===== src/design/pfs_pkg.sv =====
// Function
// - alert only while enabled, released when enable drops
// - sense below low threshold asserts alert
// - release only above higher threshold, hysteresis
// - die overtemperature enters shutdown, stops switching
// - shutdown cleared by supply/enable only when cool
// - over-current per phase restricts switching
// - threshold chosen from settled low-gate resistor
// - feedback low over 2 us latches gates off
// - fast undervoltage ignored during soft start
// - compensation high for 50 us latches off
// - latched faults held until supply/enable change
// - feedback high latches low gates on
package pfs_pkg;
  localparam int CLK_MHZ = 40;
  localparam int FUV_TIME_NS = 2000;
  localparam int OV_TIME_NS = 2000;
  localparam int SUV_TIME_US = 50;
  localparam int OCSET_TIME_US = 300;
  localparam int FUV_CYC = FUV_TIME_NS * CLK_MHZ / 1000 + 1;
  localparam int OV_CYC = OV_TIME_NS * CLK_MHZ / 1000 + 1;
  localparam int SUV_CYC = SUV_TIME_US * CLK_MHZ;
  localparam int OCSET_CYC = OCSET_TIME_US * CLK_MHZ;
  localparam int CNT_W = 16;
  localparam logic [1:0] OCSEL_RST = 2'h0;

  typedef struct packed {
    logic temp_low;
    logic temp_high;
    logic die_hot;
    logic die_cool;
    logic [1:0] oc_trip;
    logic fast_uv;
    logic comp_high;
    logic fb_over;
  } pfs_cmp_type;

  typedef struct packed {
    logic [1:0] high_on;
    logic [1:0] low_on;
  } pfs_gate_type;

  typedef enum logic [1:0] {
    ST_STANDBY = 2'b00,
    ST_SOFTSTART = 2'b01,
    ST_RUN = 2'b10,
    ST_FAULT = 2'b11
  } pfs_state_type;
endpackage


===== src/design/pfs_top.sv =====
`timescale 1ns/10ps
module pfs_top (
  // clock and reset
  input wire logic CLK,
  input wire logic RST,
  // control inputs
  input wire logic ENABLE,
  input wire logic SUPPLY_OK,
  input wire logic SOFTSTART_DONE,
  // comparators
  input wire logic TEMP_SENSE_LOW,
  input wire logic TEMP_SENSE_HIGH,
  input wire logic DIE_HOT,
  input wire logic DIE_COOL,
  input wire logic [1:0] OC_TRIP,
  input wire logic FAST_UNDERVOLTAGE_TRIP,
  input wire logic COMP_HIGH,
  input wire logic FEEDBACK_OVER,
  input wire logic [1:0] LOW_GATE_ONE_LEVEL,
  // pwm requests
  input wire logic [1:0] PWM_HIGH,
  input wire logic [1:0] PWM_LOW,
  // thermal alert open drain
  input wire logic THERMAL_ALERT_N_IN,
  output logic THERMAL_ALERT_N_OUT,
  output logic THERMAL_ALERT_N_OE_N,
  // gate drive
  output logic [1:0] HIGH_GATE,
  output logic [1:0] LOW_GATE,
  output logic [1:0] OC_LIMIT,
  output logic [1:0] OC_SELECT,
  output logic OC_SELECT_VALID,
  // status
  output logic FAULT_THERMAL,
  output logic FAULT_UNDERVOLTAGE,
  output logic FAULT_OVERVOLTAGE,
  output logic SOFTSTART_ACTIVE
);
  pfs_pkg::pfs_cmp_type cmp_raw;
  pfs_pkg::pfs_cmp_type cmp;
  logic [2:0] ctl_s;
  logic [1:0] lg1_s;
  logic en_s;
  logic sup_s;
  logic ss_done_s;
  logic en_d_r;
  logic sup_d_r;
  logic toggle;
  pfs_pkg::pfs_state_type st_r;
  pfs_pkg::pfs_state_type st_nxt;
  logic alert_r;
  logic tsd_r;
  logic fuv_r;
  logic suv_r;
  logic ov_r;
  logic fuv_done;
  logic suv_done;
  logic ov_done;
  logic [pfs_pkg::CNT_W-1:0] ocset_cnt_r;
  logic [1:0] ocsel_r;
  logic ocsel_valid_r;
  pfs_pkg::pfs_gate_type gate_r;
  pfs_pkg::pfs_gate_type gate_nxt;
  logic normal;
  logic [1:0] run_high;
  logic [1:0] run_low;

  // any latch that keeps the gates from normal switching
  function automatic logic stop_switching(
    input logic therm,
    input logic fast,
    input logic slow,
    input logic over
  );
    return therm || fast || slow || over;
  endfunction

  // comparator results gathered into one word
  assign cmp_raw = '{temp_low: TEMP_SENSE_LOW, temp_high: TEMP_SENSE_HIGH,
                     die_hot: DIE_HOT, die_cool: DIE_COOL,
                     oc_trip: OC_TRIP,
                     fast_uv: FAST_UNDERVOLTAGE_TRIP,
                     comp_high: COMP_HIGH, fb_over: FEEDBACK_OVER};

  pfs_sync #(.W($bits(pfs_pkg::pfs_cmp_type))) u_cmp_sync (
    .clk(CLK),
    .rst(RST),
    .d(cmp_raw),
    .q(cmp)
  );

  // control levels cross into the clock domain too
  pfs_sync #(.W(3)) u_ctl_sync (
    .clk(CLK),
    .rst(RST),
    .d({ENABLE, SUPPLY_OK, SOFTSTART_DONE}),
    .q(ctl_s)
  );

  pfs_sync #(.W(2)) u_lg1_sync (
    .clk(CLK),
    .rst(RST),
    .d(LOW_GATE_ONE_LEVEL),
    .q(lg1_s)
  );

  assign en_s = ctl_s[2];
  assign sup_s = ctl_s[1];
  assign ss_done_s = ctl_s[0];

  // supply or enable edge clears latched faults
  always_ff @(posedge CLK)
  begin
    if (RST)
    begin
      en_d_r <= 1'b0;
      sup_d_r <= 1'b0;
    end
    else
    begin
      en_d_r <= en_s;
      sup_d_r <= sup_s;
    end
  end

  // one-cycle pulse on either edge of supply or enable
  assign toggle = (en_s != en_d_r) || (sup_s != sup_d_r);

  always_comb
  begin
    st_nxt = st_r;
    unique case (st_r)
      pfs_pkg::ST_STANDBY:
        if (en_s && sup_s && ocsel_valid_r)
          st_nxt = pfs_pkg::ST_SOFTSTART;
      pfs_pkg::ST_SOFTSTART:
        if (!en_s || !sup_s)
          st_nxt = pfs_pkg::ST_STANDBY;
        else if (stop_switching(tsd_r, 1'b0, suv_r, ov_r))
          st_nxt = pfs_pkg::ST_FAULT;
        else if (ss_done_s)
          st_nxt = pfs_pkg::ST_RUN;
      pfs_pkg::ST_RUN:
        if (!en_s || !sup_s)
          st_nxt = pfs_pkg::ST_STANDBY;
        else if (stop_switching(tsd_r, fuv_r, suv_r, ov_r))
          st_nxt = pfs_pkg::ST_FAULT;
      // leave only once every latch has cleared
      pfs_pkg::ST_FAULT:
        if (!stop_switching(tsd_r, fuv_r, suv_r, ov_r))
          st_nxt = pfs_pkg::ST_STANDBY;
    endcase
  end

  always_ff @(posedge CLK)
  begin
    if (RST)
      st_r <= pfs_pkg::ST_STANDBY;
    else
      st_r <= st_nxt;
  end

  // soft start and run both count as normal operation
  assign normal = (st_r == pfs_pkg::ST_SOFTSTART) || (st_r == pfs_pkg::ST_RUN);

  // thermal alert with hysteresis, off while enable is low
  always_ff @(posedge CLK)
  begin
    if (RST || !en_s)
      alert_r <= 1'b0;
    else if (cmp.temp_low)
      alert_r <= 1'b1;
    else if (cmp.temp_high)
      alert_r <= 1'b0;
  end

  // thermal shutdown latch
  always_ff @(posedge CLK)
  begin
    if (RST)
      tsd_r <= 1'b0;
    else if (cmp.die_hot)
      tsd_r <= 1'b1;
    else if (toggle && cmp.die_cool)
      tsd_r <= 1'b0;
  end

  // fast undervoltage armed only in the run state
  pfs_qual #(.CYC(pfs_pkg::FUV_CYC)) u_fuv_q (
    .clk(CLK),
    .rst(RST),
    .cond(cmp.fast_uv && st_r == pfs_pkg::ST_RUN),
    .done(fuv_done)
  );

  pfs_qual #(.CYC(pfs_pkg::SUV_CYC)) u_suv_q (
    .clk(CLK),
    .rst(RST),
    .cond(cmp.comp_high && normal),
    .done(suv_done)
  );

  pfs_qual #(.CYC(pfs_pkg::OV_CYC)) u_ov_q (
    .clk(CLK),
    .rst(RST),
    .cond(cmp.fb_over && normal),
    .done(ov_done)
  );

  // latched voltage faults, a new trip wins over the clear
  always_ff @(posedge CLK)
  begin
    if (RST)
      fuv_r <= 1'b0;
    else if (fuv_done)
      fuv_r <= 1'b1;
    else if (toggle)
      fuv_r <= 1'b0;
  end

  always_ff @(posedge CLK)
  begin
    if (RST)
      suv_r <= 1'b0;
    else if (suv_done)
      suv_r <= 1'b1;
    else if (toggle)
      suv_r <= 1'b0;
  end

  always_ff @(posedge CLK)
  begin
    if (RST)
      ov_r <= 1'b0;
    else if (ov_done)
      ov_r <= 1'b1;
    else if (toggle)
      ov_r <= 1'b0;
  end

  // over-current threshold detection after settling
  always_ff @(posedge CLK)
  begin
    if (RST || !en_s)
    begin
      ocset_cnt_r <= '0;
      ocsel_r <= pfs_pkg::OCSEL_RST;
      ocsel_valid_r <= 1'b0;
    end
    else if (!ocsel_valid_r)
    begin
      if (ocset_cnt_r == pfs_pkg::CNT_W'(pfs_pkg::OCSET_CYC))
      begin
        ocsel_r <= lg1_s;
        ocsel_valid_r <= 1'b1;
      end
      else
        ocset_cnt_r <= ocset_cnt_r + 1'b1;
    end
  end

  // per-phase switching; a tripped phase loses its high side
  for (genvar ph = 0; ph < 2; ph++)
  begin : g_phase
    assign run_high[ph] = PWM_HIGH[ph] && !cmp.oc_trip[ph];
    assign run_low[ph] = PWM_LOW[ph] && !PWM_HIGH[ph];
  end

  always_comb
  begin
    gate_nxt.high_on = '0;
    gate_nxt.low_on = '0;
    if (ov_r)
      gate_nxt.low_on = 2'h3;
    else if (stop_switching(tsd_r, fuv_r, suv_r, 1'b0) || !normal)
      gate_nxt.low_on = 2'h0;
    else
    begin
      gate_nxt.high_on = run_high;
      gate_nxt.low_on = run_low;
    end
  end

  // gates leave a flop so the pins cannot glitch
  always_ff @(posedge CLK)
  begin
    if (RST)
      gate_r <= '0;
    else
      gate_r <= gate_nxt;
  end

  assign HIGH_GATE = gate_r.high_on;
  assign LOW_GATE = gate_r.low_on;
  // open drain: pull low only while the alert stands
  assign THERMAL_ALERT_N_OUT = 1'b0;
  assign THERMAL_ALERT_N_OE_N = ~alert_r;
  assign OC_LIMIT = cmp.oc_trip;
  assign OC_SELECT = ocsel_r;
  assign OC_SELECT_VALID = ocsel_valid_r;
  assign FAULT_THERMAL = tsd_r;
  assign FAULT_UNDERVOLTAGE = fuv_r | suv_r;
  assign FAULT_OVERVOLTAGE = ov_r;
  assign SOFTSTART_ACTIVE = (st_r == pfs_pkg::ST_SOFTSTART);
endmodule


===== src/design/pfs_sync.sv =====
`timescale 1ns/10ps
module pfs_sync #(
  parameter int W = 1
) (
  // clock
  input wire logic clk,
  input wire logic rst,
  // data
  input wire logic [W-1:0] d,
  output logic [W-1:0] q
);
  logic [W-1:0] s1_r;
  logic [W-1:0] s2_r;
  logic [W-1:0] s3_r;

  always_ff @(posedge clk)
  begin
    if (rst)
    begin
      s1_r <= '0;
      s2_r <= '0;
      s3_r <= '0;
    end
    else
    begin
      s1_r <= d;
      s2_r <= s1_r;
      s3_r <= s2_r;
    end
  end

  // accept a change once stages two and three agree
  always_ff @(posedge clk)
  begin
    if (rst)
      q <= '0;
    else if (s2_r == s3_r)
      q <= s3_r;
  end
endmodule


===== src/design/pfs_qual.sv =====
`timescale 1ns/10ps
module pfs_qual #(
  parameter int CYC = 1
) (
  // clock
  input wire logic clk,
  input wire logic rst,
  // condition
  input wire logic cond,
  output logic done
);
  logic [pfs_pkg::CNT_W-1:0] cnt_r;

  // counter restarts whenever the condition drops
  always_ff @(posedge clk)
  begin
    if (rst || !cond)
      cnt_r <= '0;
    else if (cnt_r != pfs_pkg::CNT_W'(CYC))
      cnt_r <= cnt_r + 1'b1;
  end

  assign done = cond && (cnt_r == pfs_pkg::CNT_W'(CYC));
endmodule


===== config.mk =====
export PLATFORM = sky130hd
export DESIGN_NAME = pfs_top
export DESIGN_NICKNAME = d
export VERILOG_FILES = /design/src/design/pfs_pkg.sv /design/src/design/pfs_top.sv /design/src/design/pfs_sync.sv /design/src/design/pfs_qual.sv
export SDC_FILE = /design/constraint.sdc
export NUM_CORES = 1
export LEC_CHECK = 0
export ABC_AREA = 0
export BUFFER_PORTS_ARGS = -buffer_cell sky130_fd_sc_hd__buf_4
export CAP_MARGIN = 5
export CORE_MARGIN = 8
export CORE_UTILIZATION = 30
export DETAILED_ROUTE_END_ITERATION = 16
export GPL_TIMING_DRIVEN = 0
export HOLD_SLACK_MARGIN = 0.03
export SLEW_MARGIN = 15
export SYNTH_ARGS = -nofsm -noshare
export SYNTH_HDL_FRONTEND = slang
export SYNTH_SLANG_ARGS = --single-unit
export TNS_END_PERCENT = 20

===== constraint.sdc =====
create_clock -name CLK -period 3.3 [get_ports CLK]
set_clock_uncertainty 0.2 [all_clocks]
set_input_delay 0.66 -clock CLK [delete_from_list [all_inputs] [get_ports CLK]]
set_output_delay 0.66 -clock CLK [all_outputs]
set_load 0.02 [all_outputs]

=== Yosys cells after proc, flatten, opt, wreduce, memory -nomap -nowiden ===
Index checks and enable logic that the tools add are counted.

* Mux-type cells: 20
* Bitwise gates (word level): 4
* $add $sub $neg: 4
* Reduce and logical (&&, ||, !) cells: 46
* Equality and inequality tests: 19

{| class="wikitable"
|+ Operator list
! operator !! count
|-
| $add A16 B1 Y16 const B || 4
|-
| $eq A16 B7 Y1 const B || 2
|-
| $ne A16 B7 Y1 const B || 2
|-
| $mux W2 || 9
|-
| $eq A16 B11 Y1 const B || 1
|-
| $eq A16 B14 Y1 const B || 1
|-
| $ne A16 B11 Y1 const B || 1
|-
| $logic_and A1 B1 Y1 || 13
|-
| $logic_or A1 B1 Y1 || 13
|-
| $logic_not A1 Y1 || 10
|-
| $mux W1 || 10
|-
| $reduce_bool A2 Y1 || 5
|-
| $eq A9 B9 Y1 || 1
|-
| $pmux W2 S4 || 1
|-
| $eq A2 B2 Y1 const B || 2
|-
| $ne A2 B2 Y1 const B || 2
|-
| $ne A4 B1 Y1 const B || 1
|-
| $reduce_and A2 Y1 || 2
|-
| $reduce_and A4 Y1 || 1
|-
| $eq A3 B3 Y1 || 1
|-
| $ne A3 B3 Y1 const B || 1
|-
| $not A1 Y1 || 3
|-
| $reduce_or A3 Y1 || 1
|-
| $eq A2 B1 Y1 const B || 1
|-
| 4 further kinds || 5
|}

* Register bits: 136
* Bits of input ports: 21
* Output and inout bits: 15

=== Longest topological paths before layout ===
* Depth in word-level cells: 6
* Gate-level depth with buffers: 7

=== Cells and area by module ===
Synthesis repeated with hierarchy kept, for this count alone.

* Cell total of the unflattened synthesis: 634
* Area, all modules: 5900.7 µm²

{| class="wikitable"
|+ Modules (own cells, without submodules)
! module !! seq. area each (µm²) !! area each (µm²) !! cells each !! times used
|-
| pfs_qual (u_fuv_q ...) || 320.3 || 838.3 || 96 || 2
|-
| pfs_top || 640.6 || 1519.0 || 180 || 1
|-
| pfs_sync (u_cmp_sync) || 720.7 || 1216.2 || 107 || 1
|-
| pfs_qual (u_suv_q) || 320.3 || 824.5 || 94 || 1
|-
| pfs_sync (u_ctl_sync) || 240.2 || 404.1 || 37 || 1
|-
| pfs_sync (u_lg1_sync) || 160.2 || 260.2 || 24 || 1
|}

=== Least setup slack after synthesis ===
Ideal clock, no wire load.

* Path kind: input-to-reg
* Start point: input RST
* End point: register u_fuv_q.cnt_r[10] in the netlist's numbering
* Path buffers: 2
* Cell stages on the path: 4
* Path slack: 1.490 ns
* Arrival: 1.483 ns
* Required time: 2.972 ns
* Setup time: 0.128 ns
* Cells stage by stage: clkbuf_1 nand3b_1 clkbuf_1 nor2_1

* Longest elaborated chain between the ends: 1

{| class="wikitable"
|+ Ends and longest elaborated chain
! what !! RTL line !! source
|-
| start, declared || pfs_top.sv:5 || <nowiki>input wire logic RST,</nowiki>
|-
| $logic_or A1 B1 Y1 || pfs_qual.sv:17 || <nowiki>if (rst || !cond)</nowiki>
|-
| end signal, assigned || pfs_qual.sv:20 || <nowiki>cnt_r <= cnt_r + 1'b1;</nowiki>
|-
| end, declared || pfs_qual.sv:12 || <nowiki>logic [pfs_pkg::CNT_W-1:0] cnt_r;</nowiki>
|}

No other way between the ends.
A chain may end at the register's enable or synchronous reset.

=== Worst setup path in the final report ===
* Start point: register st_r[1]
* End point: output SOFTSTART_ACTIVE

* Longest elaborated chain between the ends: 1

{| class="wikitable"
|+ Ends and longest elaborated chain
! what !! RTL line !! source
|-
| start, declared || pfs_top.sv:49 || <nowiki>pfs_pkg::pfs_state_type st_r;</nowiki>
|-
| start signal, assigned || pfs_top.sv:158 || <nowiki>st_r <= pfs_pkg::ST_STANDBY;</nowiki>
|-
| start signal, assigned || pfs_top.sv:160 || <nowiki>st_r <= st_nxt;</nowiki>
|-
| $eq A2 B1 Y1 || pfs_top.sv:304 || <nowiki>assign SOFTSTART_ACTIVE = (st_r == pfs_pkg::ST_SOFTSTART);</nowiki>
|-
| end, declared || pfs_top.sv:37 || <nowiki>output logic SOFTSTART_ACTIVE</nowiki>
|}

No other way between the ends.

==> results.ini <==
[timing]
setup_tns_ps=0
period_share=0.645
period_needed_ps=2130
finalMaxSlewViolations=0
rsz0062_at_grt=false
finalHoldViolations=0
worst_slew_pin_slew_ps=638
slew_headroom=0.574
setup_viol=0
max_freq_mhz=470

[power]
power_frac_seq=0.450
irDropWorstVdd_mv=0.268
intPower_mw=2.98
power_mw=3.73
p_switching_mw=0.755
power_per_cell_area_nw_per_um2=566
switching_share=0.202
combPwrFrac=0.030
power.share.clock=0.519
p_leak_nw=2.51

[yosys]
synthAdderAreaFrac=0.0276
yosysTopAreaCellShare=0.500
yosys.area.top_type=dfxtp_1
synth-compound-area-share=0.0411
ys_warn_count=0
synthSimpleGateAreaFrac=0.269
yosysMostFrequentCell=dfxtp_1
synth_cell_type_count=57
yosysSeqAreaShare=0.500
netlist_area_um2=5450
post_synth_main_area_contributors=dfxtp_1, xor2_1, nor2_1
synth_top_family_by_area=simple AND/OR/NAND/NOR gates
ys.flop_type=dfxtp_1
postSynthNetCount=596
synth_edf_count=0
synthCells=563
ys_top_cells_by_count=dfxtp_1, nor2_1, nor2b_1, xor2_1, nand2_1
syn_area_per_cell_um2=9.68
async_flop_share=0
muxShareOfSynthArea=0.0299
synth_xor_area_frac=0.108
ys_seq_elements=136

[critical_path]
path_cells=inv_1 > ha_1 > buf_4
worstSetupEndpointType=output port
setup.worst_path.class=reg2out
slowest_delay_ps=380
start_kind=flop
critPathMaxFanout=4
crit_cells=3
cp.required_ps=2440
cp.arrival_ps=1270
slowest_stage=dfxtp_1
ff2ff_path_depth=6
critPathBufInv=2
critPathTopFamily=flip-flops

[die]
initial_core_util=0.304
num_io_pins=36
die_x_um=151
die-height_um=151
die_area_um2=22700
core_um2=17900
num_rows=49

[route]
vias=3753
drtAntennaViolNets=0
drt_wl_total_um=9660
avgRoutedWirePerCell_um=11.3
firstDrtPassIters=4
vias_per_cell=4.39
drt-initial-drc-count=153
drc=0

[layout]
antenna_cells=0
fill_cells=1830
area_growth_pct=20.9
drive_gt1_frac=0.145
fin_nets=648
multi_input_area_um2=2590
seq_area_um2=2720
utilization=0.368

[cts]
cts_buffers=17
clkSinkCount=136
clk-insertion-delay-late_ps=410
hold_buffers=0
cts_setup_buffers=0
cts_tree=built
clockBufferDepth=2
cts_resized=0
cts.clk_slew.worst_paths_ps=60
cts_root_buf=clkbuf_16
htree_levels=4

[placed_design]
place.port_buffers=33
dp_hpwl_um=6880
gp_congestion=0.756

[worst_hold_path]
min_path_cells=1
hold_path.class=reg2reg

[global_route]
grt_pass1_wl_um=16600
antenna_found_initial=0
grt_max_degree=17
track_usage=0.0918
overflow=0
grt_pass1_vias=3547

[outcome]
status=completed

[job]
maxCapViolCount=0

## path summary, 6_finish.rpt
kind                                            to  slack (ps)               start
worst max-delay path              SOFTSTART_ACTIVE        1170             st_r[1]
worst max register to register     u_ov_q.cnt_r[0]        1320             st_r[0]
worst min-delay path            u_cmp_sync.s2_r[5]         230  u_cmp_sync.s1_r[5]
worst min register to register  u_cmp_sync.s2_r[5]         230  u_cmp_sync.s1_r[5]
## sequential cells by signal, summed over array words and instances, names as in the netlist, 2 cells and up
| signal | count |
|---|---|
| u_lg1_sync.s2_r | 2 |
| u_lg1_sync.s1_r | 2 |
| u_lg1_sync.q | 2 |
| ocset_cnt_r | 16 |
| u_ov_q.cnt_r | 16 |
| u_ctl_sync.q | 3 |
| u_cmp_sync.q | 9 |
| u_lg1_sync.s3_r | 2 |
| u_ctl_sync.s1_r | 3 |
| u_cmp_sync.s1_r | 9 |
| u_ctl_sync.s2_r | 3 |
| u_cmp_sync.s2_r | 9 |
| LOW_GATE | 2 |
| OC_SELECT | 2 |
| u_cmp_sync.s3_r | 9 |
| u_suv_q.cnt_r | 16 |
| st_r | 2 |
| u_ctl_sync.s3_r | 3 |
| u_fuv_q.cnt_r | 16 |
| HIGH_GATE | 2 |
## power groups by stage
| stage | Sequential [mW] | Clock (mW) | Combinational, mW |
|---|---|---|---|
| 2_1_floorplan | 1.72 | 0 | 0.0758 |
| 3_3_place_gp | 1.72 | 0 | 0.114 |
| 3_5_place_dp | 1.72 | 0 | 0.115 |
| 4_1_cts | 1.68 | 1.98 | 0.116 |
| 5_1_grt | 1.68 | 2.05 | 0.127 |
| 6_report | 1.68 | 1.94 | 0.113 |
## kinds of logic (layout without fill, tap and decap cells)
logic type / after synthesis / in the layout
DFF: 136 / 136
muxes: 16 / 16
adders and majority gates: 12 / 12
AOI/OAI and AO/OA: 36 / 36
buffers and inverters: 30 / 93
other: 1 / 1
xor gates and xnor gates: 67 / 67
and+or+nand+nor: 265 / 265
## layout by cell type, fill, tap and decap left out, types with 4 or more instances in the layout
cell       netlist  layout
or3_1            6       6
clkbuf_1        11      11
nand2_1         34      34
nand3_1         24      24
mux2i_1         14      14
a21oi_1         13      13
nor3_1           7       7
bufinv_16        0       4
nor2b_1         45      45
nand2b_1         8       8
xnor2_1         22      22
buf_4            3      36
clkbuf_16        0      17
clkinv_2         0       4
and4_1           4       4
nand4_1         13      13
dfxtp_1        136     136
nor2_1          82      82
nor4_1           4       4
xor2_1          45      45
nor4b_1          5       5
ha_1            12      12
inv_1           14      14
and3_1           7       7
o21ai_0          9       9
## routing by layer
| layer | GRT usage | routed length [um] | vias up |
|---|---|---|---|
| met5 | 0 | 0 | - |
| met4 | 0.0445 | 141 | 0 |
| met3 | 0.0278 | 283 | 12 |
| met2 | 0.146 | 4600 | 46 |
| met1 | 0.111 | 4640 | 1707 |
| li1 | - | - | 1988 |
## cell type report
| class | count | area share |
|---|---|---|
| clock buffers | 17 | 0.0646 |
| repair buffers | 33 | 0.0376 |
| well taps | 229 | 0.0435 |
| clock inverters | 13 | 0.0275 |
| flip-flops and latches | 136 | 0.413 |
| plain buffers | 16 | 0.0122 |
| inverters | 14 | 0.00797 |
| multi-input cells | 397 | 0.394 |
## metrics by stage
stage	std cells	instance area [um2]	hold slack, ps	worst slack (ps)
global route	855	6590	249	1120
finish	855	6590	232	1170
floorplan	563	5450	214	1490
detailed placement	825	5980	220	940
global placement	825	5980	216	926
CTS	855	6590	234	1150
No activity file was read; power rests on OpenSTA's default activity.
